File: config.mk
export PLATFORM = sky130hd
export DESIGN_NAME = pwm_channel
export DESIGN_NICKNAME = d
export VERILOG_FILES = /design/src/rtl/pwm_channel_pkg.sv /design/src/rtl/pwm_channel.sv
export SDC_FILE = /design/constraint.sdc
export NUM_CORES = 1
export LEC_CHECK = 0
export ABC_AREA = 1
export BUFFER_PORTS_ARGS = -buffer_cell sky130_fd_sc_hd__buf_2
export CAP_MARGIN = 20
export CORE_MARGIN = 3
export CORE_UTILIZATION = 50
export CTS_CLUSTER_DIAMETER = 200
export DETAILED_ROUTE_END_ITERATION = 8
export PLACE_DENSITY = 0.69
export SLEW_MARGIN = 20
export SYNTH_ARGS = -nofsm -noshare
export SYNTH_HDL_FRONTEND = slang
export SYNTH_SLANG_ARGS = --single-unit
File: constraint.sdc
create_clock -name mclk -period 2.8 [get_ports mclk]
set_input_delay 0.28 -clock mclk [delete_from_list [all_inputs] [get_ports mclk]]
set_output_delay 0.28 -clock mclk [all_outputs]
set_load 0.01 [all_outputs]
File: src/rtl/pwm_channel_pkg.sv
// shared constants for the standard pwm channel
package pwm_channel_pkg;
  localparam int unsigned CLK_HZ = 25000000;
  localparam int unsigned NUM_TIMERS = 3;
  // register byte addresses
  localparam logic [7:0] OFS_CHANNEL_CONTROL = 8'h00;
  localparam logic [7:0] OFS_DUTY_SETTING_MSBS = 8'h04;
  localparam logic [7:0] OFS_ACTIVE_DUTY_BUFFER = 8'h08;
  localparam logic [7:0] OFS_TIMER_SELECT = 8'h0C;
  localparam logic [7:0] OFS_PIN_DIRECTION = 8'h10;
  localparam logic [7:0] OFS_TIMER_CTRL_A = 8'h14;
  localparam logic [7:0] OFS_PERIOD_LIMIT_A = 8'h20;
  localparam logic [7:0] OFS_PERIOD_COUNT_A = 8'h2C;
  localparam logic [7:0] OFS_TIMER_STRIDE = 8'h04;
  // field positions
  localparam int unsigned DUTY_LSB_POS = 4;
  localparam int unsigned MODE_POS = 0;
  localparam int unsigned RUN_POS = 2;
  localparam int unsigned PRESCALE_POS = 0;
  localparam int unsigned POSTSCALE_POS = 3;
  // channel_mode_select values whose upper two bits are ones select pwm
  localparam logic [1:0] MODE_PWM_HI = 2'h3;
  // reset values
  localparam logic [7:0] RST_CHANNEL_CONTROL = 8'h00;
  localparam logic [7:0] RST_DUTY = 8'h00;
  localparam logic [1:0] RST_TIMER_SELECT = 2'h0;
  localparam logic RST_PIN_DIRECTION = 1'b1;
  localparam logic [7:0] RST_TIMER_CTRL = 8'h00;
  localparam logic [7:0] RST_PERIOD_LIMIT = 8'hFF;
  localparam logic [7:0] RST_PERIOD_COUNT = 8'h00;
  // prescale counter terminal counts: 4 clocks times ratio 1, 4 or 16
  localparam logic [5:0] PRESC_LIM_1 = 6'h03;
  localparam logic [5:0] PRESC_LIM_4 = 6'h0F;
  localparam logic [5:0] PRESC_LIM_16 = 6'h3F;
  localparam logic [1:0] CKPS_1 = 2'h0;
  localparam logic [1:0] CKPS_4 = 2'h1;
endpackage

File: src/rtl/pwm_channel.sv
// standard pwm channel with three period timers and avalon-mm registers
//
// Operation
// period comes from one of three 8-bit timers picked by timer_source_field
// period is (period_limit+1) times 4 clocks times prescale ratio
// counter at period_limit clears to zero on next increment
// pin goes high at each period start unless duty is zero
// at rollover the written duty is copied into active_duty_buffer
// postscale_select has no effect on pwm timing
// duty is duty_setting_msbs above duty_setting_lsbs, 10 bits
// duty writes are free any time, take effect only after rollover
// active_duty_buffer ignores software writes while pwm mode runs
// high time is duty times one clock times prescale ratio
// 10-bit time base is counter plus two phase or prescaler bits
// time base equal to active duty drives pin low
// resolution follows period_limit, full ten bits only at 255
// duty beyond period never matches, pin keeps its level
// prescale ratios are 1, 4 and 16
// sleep freezes counter and channel state, pin holds its level
// reset restores all registers and makes the pin an input
// software clears pin_direction before the waveform can appear
// clearing channel_control releases the pin from pwm control
// running counter steps every 4 times prescale clocks
//
// The address map and register access over Avalon-MM are this design's own decisions.
module pwm_channel
  import pwm_channel_pkg::*;
(
  input wire logic mclk,
  input wire logic sys_rst,
  input wire logic [7:0] address,
  input wire logic read,
  input wire logic write,
  input wire logic [3:0] byteenable,
  input wire logic [31:0] writedata,
  output logic [31:0] readdata,
  output logic waitrequest,
  input wire logic sleep_req,
  output logic pwm_output_pin,
  output logic pwm_output_pin_oe_n
);

  function automatic logic [5:0] presc_lim(input logic [1:0] ckps);
    case (ckps)
      CKPS_1: presc_lim = PRESC_LIM_1;
      CKPS_4: presc_lim = PRESC_LIM_4;
      default: presc_lim = PRESC_LIM_16;
    endcase
  endfunction

  function automatic logic [1:0] tb_low(input logic [5:0] presc, input logic [1:0] ckps);
    case (ckps)
      CKPS_1: tb_low = presc[1:0];
      CKPS_4: tb_low = presc[3:2];
      default: tb_low = presc[5:4];
    endcase
  endfunction

  function automatic logic [7:0] tmr_ofs(input logic [7:0] base, input int unsigned idx);
    tmr_ofs = base + 8'(idx * OFS_TIMER_STRIDE);
  endfunction

  // bus slave state
  logic wait_r, wait_nxt;
  logic [31:0] rdata_r, rdata_nxt;
  logic wr_en;

  // register state
  logic [7:0] ctrl_r, ctrl_nxt;
  logic [7:0] duty_msbs_r, duty_msbs_nxt;
  logic [1:0] tsel_r, tsel_nxt;
  logic dir_r, dir_nxt;

  // timers
  logic [7:0] tcon_r [NUM_TIMERS];
  logic [7:0] tcon_nxt [NUM_TIMERS];
  logic [7:0] pr_r [NUM_TIMERS];
  logic [7:0] pr_nxt [NUM_TIMERS];
  logic [7:0] tmr_r [NUM_TIMERS];
  logic [7:0] tmr_nxt [NUM_TIMERS];
  logic [5:0] presc_r [NUM_TIMERS];
  logic [5:0] presc_nxt [NUM_TIMERS];
  logic [NUM_TIMERS-1:0] tick;

  // pwm core
  logic [7:0] active_r, active_nxt;
  logic [1:0] latch_r, latch_nxt;
  logic level_r, level_nxt;
  logic oe_n_r, oe_n_nxt;
  logic [1:0] s;
  logic roll, run_sel, pwm_mode;
  logic [9:0] tb, tb_nxt, duty_act, duty_new;
  logic [5:0] gap_r, gap_nxt;
  logic gap_ok_r, gap_ok_nxt;

  assign wr_en = write & ~wait_r & byteenable[0];
  assign pwm_mode = (ctrl_r[MODE_POS+3:MODE_POS+2] == MODE_PWM_HI);
  assign readdata = rdata_r;
  assign waitrequest = wait_r;
  assign pwm_output_pin = level_r;
  assign pwm_output_pin_oe_n = oe_n_r;

  // bus handshake, one wait state then answer
  always_comb begin
    wait_nxt = 1'b1;
    rdata_nxt = rdata_r;
    if ((read | write) & wait_r) begin
      wait_nxt = 1'b0;
    end
    if (read & wait_r) begin
      rdata_nxt = 32'h0000_0000;
      case (address)
        OFS_CHANNEL_CONTROL: rdata_nxt[7:0] = ctrl_r;
        OFS_DUTY_SETTING_MSBS: rdata_nxt[7:0] = duty_msbs_r;
        OFS_ACTIVE_DUTY_BUFFER: rdata_nxt[7:0] = active_r;
        OFS_TIMER_SELECT: rdata_nxt[1:0] = tsel_r;
        OFS_PIN_DIRECTION: rdata_nxt[0] = dir_r;
        default: begin
          for (int i = 0; i < NUM_TIMERS; i++) begin
            if (address == tmr_ofs(OFS_TIMER_CTRL_A, i)) rdata_nxt[7:0] = tcon_r[i];
            if (address == tmr_ofs(OFS_PERIOD_LIMIT_A, i)) rdata_nxt[7:0] = pr_r[i];
            if (address == tmr_ofs(OFS_PERIOD_COUNT_A, i)) rdata_nxt[7:0] = tmr_r[i];
          end
        end
      endcase
    end
    if (sys_rst) begin
      wait_nxt = 1'b1;
      rdata_nxt = 32'h0000_0000;
    end
  end

  always_ff @(posedge mclk) begin
    wait_r <= wait_nxt;
    rdata_r <= rdata_nxt;
  end

  // software registers
  always_comb begin
    ctrl_nxt = ctrl_r;
    duty_msbs_nxt = duty_msbs_r;
    tsel_nxt = tsel_r;
    dir_nxt = dir_r;
    if (wr_en) begin
      case (address)
        OFS_CHANNEL_CONTROL: ctrl_nxt = writedata[7:0];
        OFS_DUTY_SETTING_MSBS: duty_msbs_nxt = writedata[7:0];
        OFS_TIMER_SELECT: tsel_nxt = writedata[1:0];
        OFS_PIN_DIRECTION: dir_nxt = writedata[0];
        default: ;
      endcase
    end
    if (sys_rst) begin
      ctrl_nxt = RST_CHANNEL_CONTROL;
      duty_msbs_nxt = RST_DUTY;
      tsel_nxt = RST_TIMER_SELECT;
      dir_nxt = RST_PIN_DIRECTION;
    end
  end

  always_ff @(posedge mclk) begin
    ctrl_r <= ctrl_nxt;
    duty_msbs_r <= duty_msbs_nxt;
    tsel_r <= tsel_nxt;
    dir_r <= dir_nxt;
  end

  // three period timers; postscale bits are stored only
  always_comb begin
    for (int i = 0; i < NUM_TIMERS; i++) begin
      tcon_nxt[i] = tcon_r[i];
      pr_nxt[i] = pr_r[i];
      tmr_nxt[i] = tmr_r[i];
      presc_nxt[i] = presc_r[i];
      tick[i] = tcon_r[i][RUN_POS] & ~sleep_req & (presc_r[i] == presc_lim(tcon_r[i][1:0]));
      if (tcon_r[i][RUN_POS] & ~sleep_req) begin
        presc_nxt[i] = tick[i] ? 6'h00 : presc_r[i] + 6'h01;
      end
      if (tick[i]) begin
        tmr_nxt[i] = (tmr_r[i] == pr_r[i]) ? 8'h00 : tmr_r[i] + 8'h01;
      end
      if (wr_en & (address == tmr_ofs(OFS_TIMER_CTRL_A, i))) tcon_nxt[i] = writedata[7:0];
      if (wr_en & (address == tmr_ofs(OFS_PERIOD_LIMIT_A, i))) pr_nxt[i] = writedata[7:0];
      if (wr_en & (address == tmr_ofs(OFS_PERIOD_COUNT_A, i))) begin
        tmr_nxt[i] = writedata[7:0];
        presc_nxt[i] = 6'h00;
      end
      if (sys_rst) begin
        tcon_nxt[i] = RST_TIMER_CTRL;
        pr_nxt[i] = RST_PERIOD_LIMIT;
        tmr_nxt[i] = RST_PERIOD_COUNT;
        presc_nxt[i] = 6'h00;
      end
    end
  end

  always_ff @(posedge mclk) begin
    for (int i = 0; i < NUM_TIMERS; i++) begin
      tcon_r[i] <= tcon_nxt[i];
      pr_r[i] <= pr_nxt[i];
      tmr_r[i] <= tmr_nxt[i];
      presc_r[i] <= presc_nxt[i];
    end
  end

  // selected time base and compare
  always_comb begin
    s = (tsel_r > 2'h2) ? 2'h0 : tsel_r;
    run_sel = tcon_r[s][RUN_POS] & ~sleep_req;
    roll = tick[s] & (tmr_r[s] == pr_r[s]);
    tb = {tmr_r[s], tb_low(presc_r[s], tcon_r[s][1:0])};
    tb_nxt = {tmr_nxt[s], tb_low(presc_nxt[s], tcon_r[s][1:0])};
    duty_act = {active_r, latch_r};
    duty_new = {duty_msbs_r, ctrl_r[DUTY_LSB_POS+1:DUTY_LSB_POS]};
  end

  // pwm output and duty double buffer
  always_comb begin
    active_nxt = active_r;
    latch_nxt = latch_r;
    level_nxt = level_r;
    if (pwm_mode) begin
      if (roll) begin
        active_nxt = duty_msbs_r;
        latch_nxt = ctrl_r[DUTY_LSB_POS+1:DUTY_LSB_POS];
        level_nxt = (duty_new != 10'h000);
      end else if (run_sel & (tb_nxt == duty_act)) begin
        level_nxt = 1'b0;
      end
    end else begin
      level_nxt = 1'b0;
      if (wr_en & (address == OFS_ACTIVE_DUTY_BUFFER)) begin
        active_nxt = writedata[7:0];
      end
    end
    oe_n_nxt = ~((ctrl_nxt[MODE_POS+3:MODE_POS+2] == MODE_PWM_HI) & ~dir_nxt);
    if (sys_rst) begin
      active_nxt = RST_DUTY;
      latch_nxt = 2'h0;
      level_nxt = 1'b0;
      oe_n_nxt = 1'b1;
    end
  end

  always_ff @(posedge mclk) begin
    active_r <= active_nxt;
    latch_r <= latch_nxt;
    level_r <= level_nxt;
    oe_n_r <= oe_n_nxt;
  end

  // timer a step spacing watch for the checks
  always_comb begin
    gap_nxt = gap_r;
    gap_ok_nxt = gap_ok_r;
    if (tcon_r[0][RUN_POS] & ~sleep_req) begin
      gap_nxt = tick[0] ? 6'h00 : gap_r + 6'h01;
    end
    if (tick[0]) begin
      gap_ok_nxt = 1'b1;
    end
    if (wr_en & ((address == OFS_TIMER_CTRL_A) | (address == OFS_PERIOD_COUNT_A))) begin
      gap_nxt = 6'h00;
      gap_ok_nxt = 1'b0;
    end
    if (sys_rst) begin
      gap_nxt = 6'h00;
      gap_ok_nxt = 1'b0;
    end
  end

  always_ff @(posedge mclk) begin
    gap_r <= gap_nxt;
    gap_ok_r <= gap_ok_nxt;
  end

  // checks
  a_rollover_clears: assert property (@(posedge mclk) disable iff (sys_rst)
    roll && !(wr_en && address == tmr_ofs(OFS_PERIOD_COUNT_A, s)) |=> tmr_r[$past(s)] == 8'h00)
    else $error("counter did not clear at period limit");

  a_duty_latched: assert property (@(posedge mclk) disable iff (sys_rst)
    roll && pwm_mode |=> active_r == $past(duty_msbs_r) && latch_r == $past(ctrl_r[5:4]))
    else $error("duty not copied at rollover");

  a_period_start_high: assert property (@(posedge mclk) disable iff (sys_rst)
    roll && pwm_mode |=> pwm_output_pin == ($past(duty_new) != 10'h000))
    else $error("pin level wrong at period start");

  a_match_drives_low: assert property (@(posedge mclk) disable iff (sys_rst)
    pwm_mode && !roll && run_sel && tb_nxt == duty_act |=> !pwm_output_pin)
    else $error("pin not cleared on compare match");

  a_sleep_freeze: assert property (@(posedge mclk) disable iff (sys_rst)
    sleep_req && !wr_en |=> $stable(tmr_r[0]) && $stable(pwm_output_pin) && $stable(active_r))
    else $error("state moved during sleep");

  a_active_readonly: assert property (@(posedge mclk) disable iff (sys_rst)
    wr_en && address == OFS_ACTIVE_DUTY_BUFFER && pwm_mode && !roll |=> $stable(active_r))
    else $error("active duty buffer written in pwm mode");

  a_reset_input: assert property (@(posedge mclk)
    sys_rst |=> pwm_output_pin_oe_n && ctrl_r == RST_CHANNEL_CONTROL && tmr_r[0] == RST_PERIOD_COUNT)
    else $error("reset did not release pin");

  a_clear_releases: assert property (@(posedge mclk) disable iff (sys_rst)
    ctrl_r == 8'h00 |-> pwm_output_pin_oe_n)
    else $error("pin driven with channel cleared");

  a_tick_spacing: assert property (@(posedge mclk) disable iff (sys_rst)
    tick[0] && tcon_r[0][1:0] == CKPS_1 && $stable(tcon_r[0]) |=> !tick[0] [*3])
    else $error("counter stepped too early");

  a_postscale_free: assert property (@(posedge mclk) disable iff (sys_rst)
    tcon_r[0][RUN_POS] && !sleep_req |-> tick[0] == (presc_r[0] == presc_lim(tcon_r[0][1:0])))
    else $error("tick depends on more than prescale");

  a_tick_gap: assert property (@(posedge mclk) disable iff (sys_rst)
    tick[0] && gap_ok_r |-> gap_r == presc_lim(tcon_r[0][1:0]))
    else $error("counter step spacing wrong");

  a_duty_held: assert property (@(posedge mclk) disable iff (sys_rst)
    pwm_mode && !roll |=> $stable(active_r) && $stable(latch_r))
    else $error("active duty moved inside a period");

  a_rise_at_start: assert property (@(posedge mclk) disable iff (sys_rst)
    $rose(pwm_output_pin) |-> $past(roll))
    else $error("pin rose away from period start");

  a_idle_low: assert property (@(posedge mclk) disable iff (sys_rst)
    !pwm_mode |=> !pwm_output_pin)
    else $error("pin high outside pwm mode");

  a_beyond_period: assert property (@(posedge mclk) disable iff (sys_rst)
    pwm_mode && !roll && !wr_en && tmr_r[s] <= pr_r[s] && duty_act > {pr_r[s], 2'h3} |=> $stable(pwm_output_pin))
    else $error("pin changed with duty past period");

  a_period_end: assert property (@(posedge mclk) disable iff (sys_rst)
    roll |-> tb == {pr_r[s], 2'h3})
    else $error("time base short at period end");

  a_oe_needs_dir: assert property (@(posedge mclk) disable iff (sys_rst)
    !pwm_output_pin_oe_n |-> !dir_r && pwm_mode)
    else $error("pin driven without direction cleared");

  a_sleep_prescaler: assert property (@(posedge mclk) disable iff (sys_rst)
    sleep_req && !wr_en |=> $stable(presc_r[0]) && $stable(latch_r) && $stable(tmr_r[1]) && $stable(tmr_r[2]))
    else $error("timers moved during sleep");

  a_write_answered: assert property (@(posedge mclk) disable iff (sys_rst)
    (read || write) && waitrequest |=> !waitrequest)
    else $error("bus request not answered");

  a_wait_pulse: assert property (@(posedge mclk) disable iff (sys_rst)
    !waitrequest |=> waitrequest)
    else $error("waitrequest low too long");

  a_duty_concat: assert property (@(posedge mclk) disable iff (sys_rst)
    roll && pwm_mode |=> {active_r, latch_r} == $past(duty_new))
    else $error("ten bit duty not assembled");

  a_reset_bus: assert property (@(posedge mclk)
    sys_rst |=> waitrequest && readdata == 32'h0000_0000 && !pwm_output_pin)
    else $error("bus or pin not idle after reset");

  a_reset_core: assert property (@(posedge mclk)
    sys_rst |=> active_r == RST_DUTY && latch_r == 2'h0 && dir_r == RST_PIN_DIRECTION && tsel_r == RST_TIMER_SELECT)
    else $error("core state not reset");

  a_roll_needs_run: assert property (@(posedge mclk) disable iff (sys_rst)
    roll |-> tcon_r[s][RUN_POS] && !sleep_req)
    else $error("rollover from a stopped timer");

  a_tb_phase: assert property (@(posedge mclk) disable iff (sys_rst)
    tcon_r[s][1:0] == CKPS_1 |-> tb[1:0] == presc_r[s][1:0])
    else $error("time base low bits not clock phase");

endmodule // pwm_channel

==> results of run 1 <==
-- layout make-up --
| cell class | instances | share of cell area |
|---|---|---|
| multi-input combinational | 915 | 0.506 |
| sequential | 130 | 0.287 |
| inverter | 188 | 0.0781 |
| clock buffer | 18 | 0.0473 |
| timing repair buffer | 55 | 0.0367 |
| tap | 216 | 0.0298 |
| clock inverter | 14 | 0.0146 |
-- kinds of logic (layout without fill, tap and decap cells) --
kind of cell / count (synthesis) / after routing / share of synthesized area
DFF: 130 / 130 / 0.317
other: 1 / 24 / 0.000457
and+or+nand+nor: 605 / 605 / 0.321
muxes: 1 / 1 / 0.00122
xor gates and xnor gates: 35 / 35 / 0.0373
AOI/OAI and AO/OA: 244 / 244 / 0.180
adders and majority gates: 6 / 6 / 0.00915
buffers and inverters: 253 / 275 / 0.134
-- registers in the layout, summed over array words and instances (netlist names), 2 cells and up --
| name | cells |
|---|---|
| pr_r | 24 |
| tcon_r | 24 |
| tmr_r | 24 |
| presc_r | 18 |
| active_r | 8 |
| ctrl_r | 8 |
| duty_msbs_r | 8 |
| readdata | 8 |
| latch_r | 2 |
| tsel_r | 2 |
-- final timing paths --
| kind | endpoint | start | depth (start not counted) | slack [ps] |
|---|---|---|---|---|
| min | waitrequest$_SDFF_PP1_ | read | 2 | 60 |
| max reg2reg | active_r[1]$_SDFFE_PP0P_ | presc_r[0][0]$_DFF_P_ | 11 | 290 |
| min reg2reg | waitrequest$_SDFF_PP1_ | waitrequest$_SDFF_PP1_ | 1 | 450 |
| max | active_r[1]$_SDFFE_PP0P_ | presc_r[0][0]$_DFF_P_ | 11 | 290 |
-- worst max-delay path: stages (launching register included) --
cell	delay [ps]
dfxtp_1	380
ha_1	180
nand3_2	110
inv_1	70
nand3_1	100
nor2_4	280
nand3_2	240
a221oi_4	400
nand2_4	130
o31ai_4	190
o21ai_0	200
a31oi_1	170
-- power by group --
group / leakage, nW / switching [mW] / total, mW / internal [mW]
clock: 0.267 / 0.903 / 2.13 / 1.23
combinational: 2.95 / 0.153 / 0.203 / 0.0494
sequential: 1.05 / 0.00496 / 1.86 / 1.86
total: 4.27 / 1.06 / 4.20 / 3.14
-- layer usage --
metal | global-route usage | share of wire
met5 | 0 | 0
met2 | 0.432 | 0.44
met1 | 0.380 | 0.45
met3 | 0.0529 | 0.070
met4 | 0.140 | 0.045
-- synth_stat cells, types with 3 or more instances --
library cell	number
buf_2	5
clkbuf_1	27
nand2_4	3
a31oi_1	4
a211oi_1	6
nand2_2	6
a21oi_2	5
xor2_1	16
o21ai_2	5
nand3_1	91
clkbuf_2	3
nand2_1	340
ha_1	6
o221ai_1	9
nor2_1	97
o22ai_1	6
a21boi_0	6
buf_4	26
a221oi_1	3
o211ai_1	20
dfxtp_1	130
inv_1	180
nand4_1	28
o2111ai_1	4
a21oi_1	85
nor2_2	10
nor2_4	3
nand3_2	9
buf_6	3
o21ai_1	5
nand3b_1	5
xnor2_1	19
o21ai_0	77
inv_2	5
nor3_1	10
==> key figures, run 1 <==
Global routing
  • Global Route Usage Sum: 0.281
  • Antenna violations before repair: 0
  • Pin count of the biggest net entering global routing: 35
  • Grt total ovfl: 0
  • Vias in the first global route: around 7500
  • First-pass GRT wire length: approximately 40000 microns

Floorplanning
  • Num rows: 46
  • Die height: ~130 microns
  • Die Area: 18000 sq um
  • Die Wd: 134 microns
  • Top-Level Pins: between 80 and 90
  • Initial core utilization: 0.513
  • Placeable Area: 16000 sq um

Placed design
  • GPL Wtd Cong: 0.952
  • Pre-CTS setup slack: roughly 300 ps
  • Placed Cells: 1504
  • Dpl cell area: roughly 8500 sq um
  • Post-DP HPWL: roughly 19000 microns
  • PortBufs: 32

Final layout
  • Layout cells sized above 1: 0.104
  • Fin area: around 9100 sq um
  • ANT cells: 0
  • Multi-input gate area: between 4000 and 5000 sq um
  • Final non-filler cell total: 1536
  • Filler cell count: about 1600
  • Fin util: 0.567
  • Most common cell after layout, fill and taps aside: nand2_1
  • Area growth from synthesis to layout: 10.5%
  • Commonest cells after routing, fill and taps aside: nand2_1, inv_1, dfxtp_1, nor2_1, nand3_1
  • Fin nets: between 1000 and 1500
  • Register area: around 2600 sq um

Synthesis
  • Yosys warnings: 0
  • Netlist cell types: 50
  • Syn avg cell area: 6.44 sq um
  • Top cells by area, synth: dfxtp_1, nand2_1, inv_1, nand3_1, a21oi_1
  • Yosys reg bits: 130
  • Post-Syn Area: slightly above 8000 sq um
  • Main synth FF type: dfxtp_1
  • Biggest area consumer among synthesized cells: dfxtp_1
  • Post-synthesis sequential area ratio: 0.317
  • EDFF count, synth: 0
  • Top cell type's share of synthesized area: 0.317
  • Syn Inst Count: 1275
  • Asr flop ratio synth: 0

Clock tree
  • CTS buffer count: 17
  • H-tree levels: 4
  • CTS tree: done
  • Post-CTS Setup Repair Bufs: 0
  • Num Clock Sinks: between 100 and 150
  • Clock-pin slew on the worst setup and hold paths: about 60 ps
  • CTS resizes: 0
  • Maximum clock insertion buffer count: 2
  • Root Driver: clkbuf_16
  • Hold buffer count at cts: 0
  • Clock latency at the later pin of the worst-skew pair: 430 ps

Setup path
  • WP data required: ~3200 ps
  • WP data arrival: approximately 2900 ps
  • Crit start category: flop
  • CP endpoint kind: flop
  • Critical path class: flop to flop
  • Max FO, Critical Path: 16

Timing
  • Max-slew headroom: 0.515
  • Max-slew violations: 0
  • Final hold vios: 0
  • Setup Viol. Count Final: 0
  • Max Freq: 398 MHz
  • Fin Setup TNS: 0 ps
  • Tcrit/Tclk final: 0.897
  • Final critical-path required period: around 2500 ps
  • Fin Hold WS: ~58 ps
  • Layout Skew: around 16 ps
  • Final WS setup: 290 ps
  • Worst-margin pin slew: around 720 ps
  • RSZ-0062 raised after global routing: no

Status
  • Status: completed

Route
  • Vias: a little over 8000
  • DRT Pass-1 Iters: 5
  • Drt wl/cell: 16.2 microns
  • Drt first-iter violations: around 760
  • Via/cell ratio: ~5.4
  • Antenna Violating Nets Remaining: 0
  • Drt total wl: 24900 microns
  • Residual DRC count: 0

Pwr
  • Static leakage: 4.27 nW
  • Pwr/cell area: approximately 460 nW/um^2
  • Power, Total: approximately 4.2 mW
  • VDD IR max: 0.443 mV

Min path
  • Hold Crit Class: input port to flop

Job
  • Max cap viols: 0
Power figures use the tool's default switching activity.
==> run 2, diff against run 1 <==
--- a/config.mk
+++ b/config.mk
@@ -8,11 +8,13 @@
 export ABC_AREA = 1
 export BUFFER_PORTS_ARGS = -buffer_cell sky130_fd_sc_hd__buf_2
 export CAP_MARGIN = 20
+export CELL_PAD_IN_SITES_DETAIL_PLACEMENT = 1
+export CELL_PAD_IN_SITES_GLOBAL_PLACEMENT = 1
 export CORE_MARGIN = 3
-export CORE_UTILIZATION = 50
+export CORE_UTILIZATION = 42
 export CTS_CLUSTER_DIAMETER = 200
 export DETAILED_ROUTE_END_ITERATION = 8
-export PLACE_DENSITY = 0.69
+export PLACE_DENSITY_LB_ADDON = 0.1
 export SLEW_MARGIN = 20
 export SYNTH_ARGS = -nofsm -noshare
 export SYNTH_HDL_FRONTEND = slang
==> constraint.sdc (replaced) <==
create_clock -name mclk -period 2.6 [get_ports mclk]
set_input_delay 0.26 -clock mclk [delete_from_list [all_inputs] [get_ports mclk]]
set_output_delay 0.26 -clock mclk [all_outputs]
set_load 0.01 [all_outputs]
==> run 2 against run 1 <==
Critical path type unchanged. Fmax up 3.3%. Global-route usage is 0.49 points higher. Flip-flop and latch count unchanged. Worst setup slack got worse by 120 ps. First-iteration DRC count shrank 24%.
==> key figures, run 2 (synthesized netlist as in run 1, its figures left out) <==
Pwr
  • Pwr/cell area: 512 nW/um^2 (was 463 nW/um^2)
  • Static leakage: 4.46 nW (was 4.27 nW)
  • VDD IR max: 0.405 mV (was 0.443 mV)
  • Power, Total: 4.84 mW (was 4.20 mW)

Global routing
  • Met2 Track Usage GR: 0.471 (was 0.432)
  • M3 GR Usage: 0.0570 (was 0.0529)
  • Grt total ovfl: 0 (unchanged)
  • Antenna violations before repair: 0 (unchanged)
  • Vias in the first global route: 8557 (was 7467)
  • First-pass GRT wire length: 47600 microns (was 39700 microns)
  • Grt met1 use: 0.377 (was 0.380)
  • Grt peak-use layer: met2 (unchanged)
  • Global Route Usage Sum: 0.286 (was 0.281)
  • Pin count of the biggest net entering global routing: 39 (was 35)

Floorplanning
  • Initial core utilization: 0.433 (was 0.513)
  • Die height: 146 microns (was 134 microns)
  • Die Wd: 146 microns (was 134 microns)
  • Die Area: 21300 sq um (was 18000 sq um)
  • Top-Level Pins: 84 (unchanged)
  • Num rows: 50 (was 46)
  • Placeable Area: 19000 sq um (was 16000 sq um)

Status
  • Status: completed (unchanged)

Setup path
  • Critical Path End: active_r[6]$_SDFFE_PP0P_ (was active_r[1]$_SDFFE_PP0P_)
  • R2R Setup Slk: 170 ps (was 290 ps)
  • CP Cell Sequence: ha_2, nand3_2, nor2_2, nand2_1, nand2_2, nand2_4, inv_4, a31oi_2, a221oi_4, nand2_4, o31ai_4, buf_4, o21ai_2, a21oi_2 (was ha_1, nand3_2, inv_1, nand3_1, nor2_4, nand3_2, a221oi_4, nand2_4, o31ai_4, o21ai_0, a31oi_1)
  • WP data required: 2960 ps (was 3150 ps)
  • Crit start category: flop (unchanged)
  • Launching point of the worst reg2reg path: presc_r[0][12]$_DFF_P_ (was presc_r[0][0]$_DFF_P_)
  • Worst Setup SP: presc_r[0][12]$_DFF_P_ (was presc_r[0][0]$_DFF_P_)
  • Worst R2R End: active_r[6]$_SDFFE_PP0P_ (was active_r[1]$_SDFFE_PP0P_)
  • Most common cell on crit path: nand2_4 (was nand3_2)
  • Critical path class: flop to flop (unchanged)
  • FF-to-FF path depth: 14 (was 11)
  • CP peak stage delay: 390 ps (was 400 ps)
  • CP endpoint kind: flop (unchanged)
  • Critical-path top delay cell: dfxtp_1 (was a221oi_4)
  • Max FO, Critical Path: 13 (was 16)
  • WP data arrival: 2790 ps (was 2860 ps)

Clock tree
  • H-tree levels: 4 (unchanged)
  • Root Driver: clkbuf_16 (unchanged)
  • Num Clock Sinks: 130 (unchanged)
  • CTS buffer count: 17 (unchanged)
  • Hold buffer count at cts: 0 (unchanged)
  • Clock-pin slew on the worst setup and hold paths: 70 ps (was 60 ps)
  • Clock latency at the later pin of the worst-skew pair: 430 ps (about the same)
  • Maximum clock insertion buffer count: 2 (unchanged)
  • CTS tree: done (unchanged)

Placed design
  • GPL Wtd Cong: 0.903 (was 0.952)
  • Dpl cell area: 8720 sq um (was 8510 sq um)
  • Post-DP HPWL: 23400 microns (was 19100 microns)
  • PortBufs: 32 (unchanged)

Timing
  • Final hold vios: 0 (unchanged)
  • Tcrit/Tclk final: 0.935 (was 0.897)
  • Worst-margin pin slew: 663 ps (was 722 ps)
  • Layout Skew: 11.7 ps (was 15.5 ps)
  • Setup Viol. Count Final: 0 (unchanged)
  • Final critical-path required period: 2430 ps (was 2510 ps)
  • Max-slew violations: 0 (unchanged)
  • Max Freq: 412 MHz (was 398 MHz)
  • Max-slew headroom: 0.557 (was 0.515)
  • RSZ-0062 raised after global routing: yes (was no)

Final layout
  • Layout cells sized above 1: 0.130 (was 0.104)
  • Commonest cells after routing, fill and taps aside: nand2_1, inv_1, dfxtp_1, nor2_1, nand3_1 (unchanged)
  • Filler cell count: 2557 (was 1636)
  • Fin nets: 1392 (was 1362)
  • Most common cell after layout, fill and taps aside: nand2_1 (unchanged)
  • ANT cells: 0 (unchanged)
  • Area growth from synthesis to layout: 15.1% (was 10.5%)
  • Fin area: 9450 sq um (was 9070 sq um)
  • Fin util: 0.499 (was 0.567)
  • Regs by FF count: pr_r x24, tcon_r x24, tmr_r x24 (unchanged)

Route
  • Drt first-iter violations: 577 (was 761)
  • Via/cell ratio: 5.47 (was 5.40)
  • Drt total wl: 30900 microns (was 24900 microns)
  • Antenna Violating Nets Remaining: 0 (unchanged)
  • Vias: 8799 (was 8301)
  • DRT Pass-1 Iters: 5 (unchanged)
  • Drt wl/cell: 19.2 microns (was 16.2 microns)
  • Residual DRC count: 0 (unchanged)

Min path
  • Worst Hold Launch: read (unchanged)
  • Hold depth: 2 (unchanged)
  • Hold Crit Class: input port to flop (unchanged)

Job
  • Max cap viols: 0 (unchanged)
[run 2: cell types whose count changed in the layout (fill, tap and decap cells not counted), moves of 3 or more]
cell,previous run,this run
buf_4,23,51
dfxtp_1,130,125
dfxtp_2,0,5
clkinv_4,6,3
clkinvlp_4,3,0
inv_6,2,5
inv_8,0,3
[run 2: worst min path at each step]
stage,endpoint,slack [ps]
floorplan,waitrequest$_SDFF_PP1_,380
global placement,waitrequest$_SDFF_PP1_,430
detailed placement,waitrequest$_SDFF_PP1_,440
CTS,waitrequest$_SDFF_PP1_,20
global route,waitrequest$_SDFF_PP1_,40
finish,waitrequest$_SDFF_PP1_,40
[run 2: layout make-up]
cell class                 instances  area (sq um)  share of cell area
clock buffer                      18           429              0.0454
clock inverter                    14           194              0.0205
inverter                         188           708              0.0749
multi-input combinational        916          4620               0.489
sequential                       130          2610               0.276
tap                              260           325              0.0344
timing repair buffer              84           563              0.0596
[run 2: per-stage QoR]
stage / hold slack [ps] / std cells / setup TNS (ps) / setup slack, ps
floorplan: 376 / 1298 / 0 / 581
global placement: 433 / 1567 / 0 / 172
detailed placement: 438 / 1567 / 0 / 68.8
CTS: 23.4 / 1599 / 0 / 72.8
global route: 38.7 / 1610 / -45.3 / -43.0
finish: 35.1 / 1610 / 0 / 170
[run 2: per-layer routing]
metal | part of all wire | up-vias
met5 | 0 | -
met4 | 0.031 | 0
met3 | 0.058 | 65
met2 | 0.46 | 261
met1 | 0.45 | 4227
li1 | - | 4246
[run 2: worst max-delay path: cells and delay by family, from the launching register on]
kind,cells,cell delay (ps)
buf+inv,2,340
fa+ha+maj,1,230
flops,1,390
simple gates,6,670
compound gates,5,720
[run 2: power breakdown]
part / switching (mW) / leakage (nW) / internal [mW] / total (mW)
Sequential: 0.00572 / 1.05 / 2.00 / 2.01
Clock: 1.04 / 0.306 / 1.55 / 2.59
Combinational: 0.178 / 3.10 / 0.0592 / 0.237
Total: 1.23 / 4.46 / 3.61 / 4.84
[run 2: timing repair]
action / 4_1_cts / 5_1_grt
setup buffers: 0 / 10
gates resized for setup: 0 / 10
endpoints found under the setup margin: 0 / 8
